$ cat config.mk
export PLATFORM = sky130hd
export DESIGN_NAME = ccc_card_supply_ctrl
export DESIGN_NICKNAME = d
export VERILOG_FILES = /design/src/hdl/ccc_pkg.sv /design/src/hdl/ccc_card_supply_ctrl.sv /design/src/hdl/ccc_prescale.sv /design/src/hdl/ccc_sync.sv
export SDC_FILE = /design/constraint.sdc
export NUM_CORES = 1
export LEC_CHECK = 0
export CAP_MARGIN = 10
export CELL_PAD_IN_SITES_DETAIL_PLACEMENT = 1
export CELL_PAD_IN_SITES_GLOBAL_PLACEMENT = 1
export CORE_MARGIN = 2
export CORE_UTILIZATION = 50
export CTS_CLUSTER_SIZE = 14
export DETAILED_ROUTE_END_ITERATION = 8
export DONT_BUFFER_PORTS = 1
export PLACE_DENSITY_LB_ADDON = 0.1
export SLEW_MARGIN = 10
export SYNTH_ARGS = -nofsm -noshare
export SYNTH_HDL_FRONTEND = slang
export SYNTH_HIERARCHICAL = 1
export SYNTH_SLANG_ARGS = --single-unit
$ cat constraint.sdc
create_clock -name CLK_SYS_IN -period 6.4 [get_ports CLK_SYS_IN]
set_input_delay 0.64 -clock CLK_SYS_IN [delete_from_list [all_inputs] [get_ports CLK_SYS_IN]]
set_output_delay 0.64 -clock CLK_SYS_IN [all_outputs]
set_load 0.1 [all_outputs]
$ cat src/hdl/ccc_pkg.sv
// Constants, register map and shared types of the card supply converter
package ccc_pkg;

  // ----------------------------------------------------------------
  // Register map (printed offsets are indices, byte address = 4 x)
  // ----------------------------------------------------------------
  localparam int         APB_AW        = 12;
  localparam logic [7:0] IDX_CONV_CTRL = 8'hBF;
  localparam logic [7:0] IDX_CARD_CTRL = 8'hC0;
  localparam logic [7:0] IDX_LEVEL_SEL = 8'hC1;
  localparam logic [7:0] IDX_STATUS    = 8'hC2;
  localparam logic [7:0] IDX_IRQ_STAT  = 8'hC3;
  localparam logic [7:0] IDX_IRQ_CLR   = 8'hC4;
  localparam logic [7:0] IDX_IRQ_EN    = 8'hC5;

  // ----------------------------------------------------------------
  // Field positions and reset values
  // ----------------------------------------------------------------
  localparam int         CARD_CTRL_ON_BIT = 0;
  localparam logic [7:0] CONV_CTRL_RST    = 8'h00;
  localparam logic [1:0] LEVEL_SEL_RST    = 2'h0;
  localparam int         ST_READY_BIT     = 0;
  localparam int         ST_OVC_BIT       = 1;
  localparam int         ST_PRESENT_BIT   = 2;
  localparam int         ST_SHUT_BIT      = 3;
  localparam int         IRQ_W            = 3;
  localparam int         IRQ_READY_BIT    = 0;
  localparam int         IRQ_OVC_BIT      = 1;
  localparam int         IRQ_REMOVED_BIT  = 2;

  // ----------------------------------------------------------------
  // Current limit in percent of the nominal limit
  // ----------------------------------------------------------------
  localparam logic [7:0] LIMIT_BASE_PCT  = 8'h64;  // 100 percent
  localparam logic [7:0] LIMIT_RAISE_PCT = 8'h14;  // plus 20 percent
  localparam logic [7:0] BOOST_STEP_PCT  = 8'h0A;  // plus 10 per step

  // ----------------------------------------------------------------
  // Timing
  // ----------------------------------------------------------------
  localparam int CLK_PERIOD_NS  = 8;
  localparam int SHUTDOWN_NS    = 1000;
  localparam int SHUTDOWN_CYC   = (SHUTDOWN_NS + CLK_PERIOD_NS - 1)
                                  / CLK_PERIOD_NS;
  localparam int PS_CNT_W       = 5;

  // ----------------------------------------------------------------
  // Types
  // ----------------------------------------------------------------
  typedef enum logic [1:0] {
    CCC_OFF   = 2'b00,
    CCC_START = 2'b01,
    CCC_RUN   = 2'b10,
    CCC_SHUT  = 2'b11
  } ccc_state_e;

  // Same bit order as the converter control register
  typedef struct packed {
    logic       linear_mode;
    logic       limit_raise;
    logic [1:0] boost;
    logic [3:0] prescale;
  } ccc_conv_ctrl_s;

  // Drive towards the analog power stage
  typedef struct packed {
    logic       enable;
    logic       linear_mode;
    logic [1:0] volt_sel;
    logic [1:0] boost;
    logic [7:0] limit_pct;
    logic       discharge;
  } ccc_drive_s;

endpackage

$ cat src/hdl/ccc_card_supply_ctrl.sv
// Control logic of the smart card supply converter with APB registers
//
// Summary of operation
// Converter stays off while the card is absent, whatever the enable bit.
// Card removal while running starts an automatic shutdown sequence.
// Supply enable bit set switches converter on; cleared switches it off.
// Two-bit voltage select chooses the regulated card supply level.
// Control bit 7: zero pump with inductor, one linear regulator.
// Control bit 6 raises the overcurrent limit by twenty percent.
// Overcurrent flag is set while the current limiter is active.
// Boost field bits 5:4 step the startup current higher.
// Boost also raises the overcurrent limit in the same proportion.
// Software programs the prescaler for a 4 MHz converter clock; the largest divider here is 24, about 5.2 MHz from 125 MHz.
// Software selects level, sets boost, enables, then polls ready.
// Voltage ready flag is set once the supply reaches its level.
// Software steps boost up until ready, then back down.
// Software switches the converter off before power-down.
// Voltage ready is cleared whenever the converter is off.
//
// Chosen here: the APB register port.
module ccc_card_supply_ctrl
  import ccc_pkg::*;
#(
  parameter int SHUT_CYCLES = SHUTDOWN_CYC
) (
  input  wire logic              CLK_SYS_IN,
  input  wire logic              RST_N_IN,
  input  wire logic              PSEL_IN,
  input  wire logic              PENABLE_IN,
  input  wire logic              PWRITE_IN,
  input  wire logic [APB_AW-1:0] PADDR_IN,
  input  wire logic [31:0]       PWDATA_IN,
  output logic      [31:0]       PRDATA_OUT,
  output logic                   PREADY_OUT,
  output logic                   PSLVERR_OUT,
  input  wire logic              CARD_PRESENT_IN,
  input  wire logic              LEVEL_REACHED_IN,
  input  wire logic              LIMITER_ACTIVE_IN,
  output ccc_drive_s             CONV_DRIVE_OUT,
  output logic                   CONV_CLK_TICK_OUT,
  output logic                   IRQ_OUT
);

  localparam int SC_W = $clog2(SHUT_CYCLES + 1);

  initial begin
    if (SHUT_CYCLES < 1) $error("SHUT_CYCLES must be at least 1");
  end

  // ----------------------------------------------------------------
  // State
  // ----------------------------------------------------------------
  typedef struct packed {
    ccc_state_e     st;
    ccc_conv_ctrl_s cctl;
    logic           supply_on;
    logic [1:0]     vsel;
    logic [IRQ_W-1:0] irq_stat;
    logic [IRQ_W-1:0] irq_en;
    logic [SC_W-1:0]  shut_cnt;
    logic           ready;
    logic           ovc;
    ccc_drive_s     drive;
    logic [31:0]    rdata;
  } ccc_regs_s;

  ccc_regs_s r_ff;
  ccc_regs_s nxt_r;

  // ----------------------------------------------------------------
  // Pin synchronisers and converter clock
  // ----------------------------------------------------------------
  logic [2:0] pins_sync;
  logic       present;
  logic       level_ok;
  logic       limiter;
  logic       conv_running;

  ccc_sync #(
    .WIDTH (3)
  ) u_sync (
    .clk_in   (CLK_SYS_IN),
    .rst_n_in (RST_N_IN),
    .async_in ({LIMITER_ACTIVE_IN, LEVEL_REACHED_IN, CARD_PRESENT_IN}),
    .sync_out (pins_sync)
  );

  assign present  = pins_sync[0];
  assign level_ok = pins_sync[1];
  assign limiter  = pins_sync[2];

  // Converter clock only runs while the stage is powered
  assign conv_running = (r_ff.st == CCC_START) || (r_ff.st == CCC_RUN);

  ccc_prescale u_prescale (
    .clk_in   (CLK_SYS_IN),
    .rst_n_in (RST_N_IN),
    .run_in   (conv_running),
    .code_in  (r_ff.cctl.prescale),
    .tick_out (CONV_CLK_TICK_OUT)
  );

  // ----------------------------------------------------------------
  // APB decode
  // ----------------------------------------------------------------
  function automatic logic [APB_AW-1:0] byte_addr(logic [7:0] idx);
    byte_addr = {2'b00, idx, 2'b00};
  endfunction

  logic setup_ph;
  logic wr_acc;
  logic hit_cctl;
  logic hit_card;
  logic hit_lvl;
  logic hit_st;
  logic hit_ist;
  logic hit_iclr;
  logic hit_ien;
  logic mapped;

  assign setup_ph = PSEL_IN && !PENABLE_IN;
  assign wr_acc   = PSEL_IN && PENABLE_IN && PWRITE_IN;
  assign hit_cctl = (PADDR_IN == byte_addr(IDX_CONV_CTRL));
  assign hit_card = (PADDR_IN == byte_addr(IDX_CARD_CTRL));
  assign hit_lvl  = (PADDR_IN == byte_addr(IDX_LEVEL_SEL));
  assign hit_st   = (PADDR_IN == byte_addr(IDX_STATUS));
  assign hit_ist  = (PADDR_IN == byte_addr(IDX_IRQ_STAT));
  assign hit_iclr = (PADDR_IN == byte_addr(IDX_IRQ_CLR));
  assign hit_ien  = (PADDR_IN == byte_addr(IDX_IRQ_EN));
  assign mapped   = hit_cctl || hit_card || hit_lvl || hit_st
                    || hit_ist || hit_iclr || hit_ien;

  // Zero wait states; unmapped addresses answer with an error
  assign PREADY_OUT  = 1'b1;
  assign PSLVERR_OUT = PSEL_IN && PENABLE_IN && !mapped;

  // Live card status as software sees it
  logic [7:0] status_word;
  always_comb begin
    status_word                 = '0;
    status_word[ST_READY_BIT]   = r_ff.ready;
    status_word[ST_OVC_BIT]     = r_ff.ovc;
    status_word[ST_PRESENT_BIT] = present;
    status_word[ST_SHUT_BIT]    = (r_ff.st == CCC_SHUT);
  end

  // Current limit in percent; boost scales it like the startup current
  function automatic logic [7:0] limit_pct(ccc_conv_ctrl_s c);
    logic [7:0] base;
    base = c.limit_raise ? LIMIT_BASE_PCT + LIMIT_RAISE_PCT
                         : LIMIT_BASE_PCT;
    limit_pct = base + BOOST_STEP_PCT * {6'h00, c.boost};
  endfunction

  // ----------------------------------------------------------------
  // Next state
  // ----------------------------------------------------------------
  logic [IRQ_W-1:0] events;
  logic [IRQ_W-1:0] clr_mask;
  logic             removed;

  always_comb begin
    nxt_r    = r_ff;
    events   = '0;
    clr_mask = '0;
    removed  = 1'b0;

    // Register writes take effect in the access phase
    if (wr_acc && hit_cctl) begin
      nxt_r.cctl = ccc_conv_ctrl_s'(PWDATA_IN[7:0]);
    end else if (wr_acc && hit_card) begin
      nxt_r.supply_on = PWDATA_IN[CARD_CTRL_ON_BIT];
    end else if (wr_acc && hit_lvl) begin
      nxt_r.vsel = PWDATA_IN[1:0];
    end else if (wr_acc && hit_iclr) begin
      clr_mask = PWDATA_IN[IRQ_W-1:0];
    end else if (wr_acc && hit_ien) begin
      nxt_r.irq_en = PWDATA_IN[IRQ_W-1:0];
    end

    // Converter sequencer
    case (r_ff.st)
      CCC_OFF: begin
        nxt_r.shut_cnt = '0;
        if (r_ff.supply_on && present) begin
          nxt_r.st = CCC_START;
        end
      end
      CCC_START: begin
        if (!present) begin
          removed  = 1'b1;
          nxt_r.st = CCC_SHUT;
        end else if (!r_ff.supply_on) begin
          nxt_r.st = CCC_OFF;
        end else if (level_ok) begin
          nxt_r.st = CCC_RUN;
          events[IRQ_READY_BIT] = 1'b1;
        end
      end
      CCC_RUN: begin
        if (!present) begin
          removed  = 1'b1;
          nxt_r.st = CCC_SHUT;
        end else if (!r_ff.supply_on) begin
          nxt_r.st = CCC_OFF;
        end
      end
      CCC_SHUT: begin
        // Discharge for a fixed time before the stage may restart
        if (r_ff.shut_cnt == SC_W'(SHUT_CYCLES - 1)) begin
          nxt_r.st       = CCC_OFF;
          nxt_r.shut_cnt = '0;
        end else begin
          nxt_r.shut_cnt = r_ff.shut_cnt + 1'b1;
        end
      end
      default: nxt_r.st = CCC_OFF;
    endcase

    // Removal drops the enable so reinsertion needs software again
    if (removed) begin
      nxt_r.supply_on = 1'b0;
      events[IRQ_REMOVED_BIT] = 1'b1;
    end

    // Ready only in run; cleared in every other state
    nxt_r.ready = (nxt_r.st == CCC_RUN);
    nxt_r.ovc   = limiter && conv_running;
    events[IRQ_OVC_BIT] = nxt_r.ovc && !r_ff.ovc;

    // A new event wins over a clear in the same cycle
    nxt_r.irq_stat = (r_ff.irq_stat & ~clr_mask) | events;

    // Outputs to the power stage
    nxt_r.drive.enable      = (nxt_r.st == CCC_START)
                              || (nxt_r.st == CCC_RUN);
    nxt_r.drive.linear_mode = nxt_r.cctl.linear_mode;
    nxt_r.drive.volt_sel    = nxt_r.vsel;
    nxt_r.drive.boost       = nxt_r.cctl.boost;
    nxt_r.drive.limit_pct   = limit_pct(nxt_r.cctl);
    nxt_r.drive.discharge   = (nxt_r.st == CCC_SHUT);

    // Read data captured in the setup phase
    nxt_r.rdata = '0;
    if (setup_ph && !PWRITE_IN) begin
      if (hit_cctl) begin
        nxt_r.rdata[7:0] = r_ff.cctl;
      end else if (hit_card) begin
        nxt_r.rdata[CARD_CTRL_ON_BIT] = r_ff.supply_on;
      end else if (hit_lvl) begin
        nxt_r.rdata[1:0] = r_ff.vsel;
      end else if (hit_st) begin
        nxt_r.rdata[7:0] = status_word;
      end else if (hit_ist) begin
        nxt_r.rdata[IRQ_W-1:0] = r_ff.irq_stat;
      end else if (hit_ien) begin
        nxt_r.rdata[IRQ_W-1:0] = r_ff.irq_en;
      end
    end
  end

  // ----------------------------------------------------------------
  // Registers
  // ----------------------------------------------------------------
  always_ff @(posedge CLK_SYS_IN) begin
    if (!RST_N_IN) begin
      r_ff      <= '0;
      r_ff.st   <= CCC_OFF;
      r_ff.cctl <= ccc_conv_ctrl_s'(CONV_CTRL_RST);
      r_ff.vsel <= LEVEL_SEL_RST;
      r_ff.drive.limit_pct <= LIMIT_BASE_PCT;
    end else begin
      r_ff <= nxt_r;
    end
  end

  assign PRDATA_OUT     = r_ff.rdata;
  assign CONV_DRIVE_OUT = r_ff.drive;
  assign IRQ_OUT        = |(r_ff.irq_stat & r_ff.irq_en);

  // ----------------------------------------------------------------
  // Assertions
  // ----------------------------------------------------------------
  chk_absent_off: assert property (@(posedge CLK_SYS_IN)
    disable iff (!RST_N_IN)
    !present |=> !CONV_DRIVE_OUT.enable)
    else $error("converter enabled while card absent");

  chk_removal_shut: assert property (@(posedge CLK_SYS_IN)
    disable iff (!RST_N_IN)
    (conv_running && !present) |=>
      (CONV_DRIVE_OUT.discharge && !r_ff.supply_on))
    else $error("card removal did not start shutdown");

  chk_enable_start: assert property (@(posedge CLK_SYS_IN)
    disable iff (!RST_N_IN)
    (r_ff.st == CCC_OFF && r_ff.supply_on && present) |=>
      CONV_DRIVE_OUT.enable ##0 (r_ff.st == CCC_START))
    else $error("enable bit did not start converter");

  chk_disable_off: assert property (@(posedge CLK_SYS_IN)
    disable iff (!RST_N_IN)
    (conv_running && present && !r_ff.supply_on) |=>
      !CONV_DRIVE_OUT.enable)
    else $error("clearing enable did not stop converter");

  chk_level_mode: assert property (@(posedge CLK_SYS_IN)
    disable iff (!RST_N_IN)
    ##1 (CONV_DRIVE_OUT.volt_sel == $past(nxt_r.vsel))
      && (CONV_DRIVE_OUT.linear_mode == $past(nxt_r.cctl.linear_mode)))
    else $error("level or mode not driven to power stage");

  chk_limit_pct: assert property (@(posedge CLK_SYS_IN)
    disable iff (!RST_N_IN)
    (wr_acc && hit_cctl && PWDATA_IN[7:4] == 4'h6) |=>
      (CONV_DRIVE_OUT.limit_pct == 8'h8C && CONV_DRIVE_OUT.boost == 2'h2))
    else $error("limit not raised by 20 plus boost steps");

  chk_ovc_flag: assert property (@(posedge CLK_SYS_IN)
    disable iff (!RST_N_IN)
    (limiter && conv_running) |=> status_word[ST_OVC_BIT])
    else $error("overcurrent flag missing");

  chk_ready_set: assert property (@(posedge CLK_SYS_IN)
    disable iff (!RST_N_IN)
    (r_ff.st == CCC_START && present && r_ff.supply_on && level_ok)
      |=> (r_ff.ready && r_ff.irq_stat[IRQ_READY_BIT]))
    else $error("ready flag not set on reaching level");

  chk_ready_off: assert property (@(posedge CLK_SYS_IN)
    disable iff (!RST_N_IN)
    !CONV_DRIVE_OUT.enable |-> !r_ff.ready)
    else $error("ready flag set while converter off");

  // Shutdown ends and discharge stops once the full discharge time has passed
  chk_shut_done: assert property (@(posedge CLK_SYS_IN)
    disable iff (!RST_N_IN)
    (r_ff.st == CCC_SHUT && r_ff.shut_cnt == SC_W'(SHUT_CYCLES - 1)) |=>
      (r_ff.st == CCC_OFF && !CONV_DRIVE_OUT.discharge))
    else $error("shutdown did not end after discharge time");

  chk_absent_hold: assert property (@(posedge CLK_SYS_IN)
    disable iff (!RST_N_IN)
    (r_ff.st == CCC_OFF && !present) |=> (r_ff.st == CCC_OFF))
    else $error("sequencer left off state with card absent");

endmodule

$ cat src/hdl/ccc_prescale.sv
// Converter clock divider producing a one-cycle enable pulse
module ccc_prescale
  import ccc_pkg::*;
(
  input  wire logic       clk_in,
  input  wire logic       rst_n_in,
  input  wire logic       run_in,
  input  wire logic [3:0] code_in,
  output logic            tick_out
);

  // Division factor per prescale code; codes 9 and above use the largest
  function automatic logic [PS_CNT_W-1:0] div_factor(logic [3:0] c);
    case (c)
      4'h0:    div_factor = 5'h02;
      4'h1:    div_factor = 5'h03;
      4'h2:    div_factor = 5'h04;
      4'h3:    div_factor = 5'h05;
      4'h4:    div_factor = 5'h06;
      4'h5:    div_factor = 5'h07;
      4'h6:    div_factor = 5'h08;
      4'h7:    div_factor = 5'h0A;
      4'h8:    div_factor = 5'h0C;
      default: div_factor = 5'h18;
    endcase
  endfunction

  typedef struct packed {
    logic [PS_CNT_W-1:0] cnt;
    logic                tick;
  } ccc_ps_s;

  ccc_ps_s r_ff;
  ccc_ps_s nxt_r;
  logic    last;

  // Counter restarts whenever the converter stops
  always_comb begin
    last       = (r_ff.cnt >= div_factor(code_in) - 5'h01);
    nxt_r.cnt  = (!run_in || last) ? '0 : r_ff.cnt + 5'h01;
    nxt_r.tick = run_in && last;
  end

  always_ff @(posedge clk_in) begin
    if (!rst_n_in) r_ff <= '0;
    else           r_ff <= nxt_r;
  end

  assign tick_out = r_ff.tick;

endmodule

$ cat src/hdl/ccc_sync.sv
// Two-stage synchroniser for pin inputs
module ccc_sync
  import ccc_pkg::*;
#(
  parameter int WIDTH = 3
) (
  input  wire logic             clk_in,
  input  wire logic             rst_n_in,
  input  wire logic [WIDTH-1:0] async_in,
  output logic      [WIDTH-1:0] sync_out
);

  initial begin
    if (WIDTH < 1) $error("ccc_sync: WIDTH must be at least 1");
  end

  typedef struct packed {
    logic [WIDTH-1:0] meta;
    logic [WIDTH-1:0] stable;
  } ccc_sync_s;

  ccc_sync_s r_ff;
  ccc_sync_s nxt_r;

  // First stage feeds only the second stage
  always_comb begin
    nxt_r.meta   = async_in;
    nxt_r.stable = r_ff.meta;
  end

  always_ff @(posedge clk_in) begin
    if (!rst_n_in) r_ff <= '0;
    else           r_ff <= nxt_r;
  end

  assign sync_out = r_ff.stable;

endmodule

==> run summary <==
Setup crit end kind - flip-flop
Area Growth Syn to Fin - -2.39%
Run status - finished clean
Post-route ant nets - 0
Max Fclk - 349 MHz
Static leakage - 0.00133 uW
Hold_buf cts - 0
Die area - 7150 um2
Clock Sink Count - 56
Peak supply drop - 0.000106 V
Crit path DAT - 3060 ps
Crit start category - input pin
Largest net degree at the start of global routing - 31
Die width - 84.6 um
Cts repair resizes - 0
Global route total overflow - 0
Setup Fix Bufs, Post-CTS - 0
CTS HTree Levels - 2
Yosys top cell by area - dfxtp_1
TritonCTS clock tree - yes
Required @ worst endpoint - 6600 ps
Cell Area, Synth - 3250 um2
Final Wtd Congestion - 0.793
DRC viols - 0
Total core area - 6310 um2
DP Area - 3050 um2
Final design area excluding fillers - 3170 um2
Vias per cell - 5.34
Ys flop type - dfxtp_1
Slowest-stage cell, CP - mux2i_1
Initial DRC Count - 71
Minimum clock period - 2870 ps
Synth top cells by count - 56 x dfxtp_1, 50 x buf_4, 32 x nor2_1
Root Driver - clkbuf_8
Hold crit path type - in -> reg
IO Port Bufs - 0
Wire per inst - 15.3 um
Yosys reg bits - 56
Total CTS buffers - 5
Setup TNS - 0 ps
Post-layout util - 50.2%
Nets - 416
Antenna violations before repair - 0
Sequential-to-total area share from yosys stat - 34.5%
Count of final hold-check violations - 0
Worst Max-Slew Pin Slew - 1030 ps
Worst skew pair latency - 320 ps
First-pass GRT wire length - 11000 um
# rows - 29
Crit Path Class - in -> reg
Initial Util - 51.4%
Synth top area share - 34.5%
Total GRT Usage - 18.9%
Vias - 2241
Design Power - 676 uW
Mean post-synth cell area - 8.80 um2
HPWL after DPL - 4970 um
Dominant cells by area after synthesis - dfxtp_1 35%, buf_4 12%, ha_1 7.7%
Ys Warns - 6
Final Max Tran Viols - 0
Max-cap violations - 0
Placement Setup Slack - 3170 ps
Final Skew - 10.8 ps
Tcrit/Tclk final - 44.8%
P per Cell Area - 213 nW/um2
Clk slew on worst S/H paths - 110 ps
Drt total wl - 6430 um
Die height - 84.6 um
RSZ-0062 raised after global routing - no
Slew margin rel. - 31.4%
Worst-path maximum fanout - 9
CTS max path bufs - 2
Final setup margin - 3530 ps
Setup Viol. Count Final - 0
Yosys cell types - 58
Most frequent cell after synthesis - dfxtp_1
Critical path's most frequent cell - fa_1
CP peak stage delay - 560 ps
Share of cells above drive strength 1 - 7.87%
Number of global-route vias before repair - 2312
Boundary pin count - 103
Worst-path cell chain - nor3b_4 > nand4_4 > nor2_8 > mux2i_1 > ha_1 > fa_1 > inv_1 > fa_1 > nor2_1
Asr flop ratio synth - 0%
N_diodes - 0
Drt pass-1 iters - 4
Post-synth EDFFs - 0
Cell count after synthesis - 369
[metrics by stage]
| stage | std cells | hold WS (ps) |
|---|---|---|
| 4_1_cts | 420 | 378 |
| 6_report | 420 | 401 |
| 3_5_place_dp | 412 | 423 |
| 5_1_grt | 420 | 393 |
| 2_1_floorplan | 393 | 412 |
| 3_3_place_gp | 412 | 420 |
[path summary, 6_finish.rpt]
| path | startpoint | end | slack [ps] | cells after the start |
|---|---|---|---|---|
| max | PADDR_IN[11] | CONV_DRIVE_OUT[5] | 3530 | 9 |
| min | RST_N_IN | CONV_DRIVE_OUT[7] | 400 | 1 |
| max reg2reg | CONV_DRIVE_OUT[10] | CONV_DRIVE_OUT[5] | 3850 | 7 |
| min reg2reg | u_sync/nxt_r[1] | u_sync/sync_out[1] | 440 | 1 |
[critical path: cells and delay by family]
kind                       cells  cell delay (ps)
and+or+nand+nor                4              830
muxes                          1              560
adders and majority gates      3              980
buffers and inverters          1               50
[cells by family (layout without fill, tap and decap cells)]
group	count (synthesis)	count (layout)	share of synthesized area, %
simple gates	134	134	23.6
buf+inv	84	34	15.6
flops	56	56	34.5
compound gates	46	46	9.60
fa+ha+maj	22	22	8.94
mux	16	16	5.12
xor+xnor	9	9	2.43
other cells	2	26	0.231
[cells in the final DEF, fill, tap and decap left out, types with 11 or more instances in the layout]
| cell type | n |
|---|---|
| dfxtp_1 | 55 |
| nor2_1 | 32 |
| conb_1 | 26 |
| nand2_1 | 25 |
| inv_1 | 23 |
| ha_1 | 20 |
| mux2i_1 | 14 |
| nand3_1 | 13 |
| o21ai_0 | 11 |
| nor3_1 | 11 |
[where the power goes]
part | switching (uW) | leakage [uW] | total (uW) | internal (uW)
combinational | 77.5 | 0.000824 | 85.1 | 7.54
clock | 122 | 0.0000548 | 240 | 118
sequential | 1.16 | 0.000453 | 351 | 350
total | 201 | 0.00133 | 676 | 475
[flip-flops by register name (all words and copies together) (netlist names)]
| register | flops |
|---|---|
| r_ff | 23 |
| CONV_DRIVE_OUT | 13 |
| PRDATA_OUT | 8 |
| u_prescale/r_ff | 5 |
| u_sync/nxt_r | 3 |
| u_sync/sync_out | 3 |
| u_prescale/tick_out | 1 |
[layout make-up]
type	instances	area [um2]
flip-flops and latches	56	1120
multi-input cells	253	1720
clock inverters	3	46.3
repair buffers	1	25.0
inverters	25	93.8
well taps	77	96.3
fillers	758	3140
clock buffers	5	68.8
[metal layers]
layer | wire length [um] | track usage (%) | vias to the layer above
li1 | - | - | 1127
met1 | 3040 | 25.1 | 1047
met2 | 2990 | 31.1 | 56
met3 | 290 | 3.74 | 11
met4 | 116 | 6.06 | 0
met5 | 0 | 0 | -
Power figures use the tool's default switching activity.
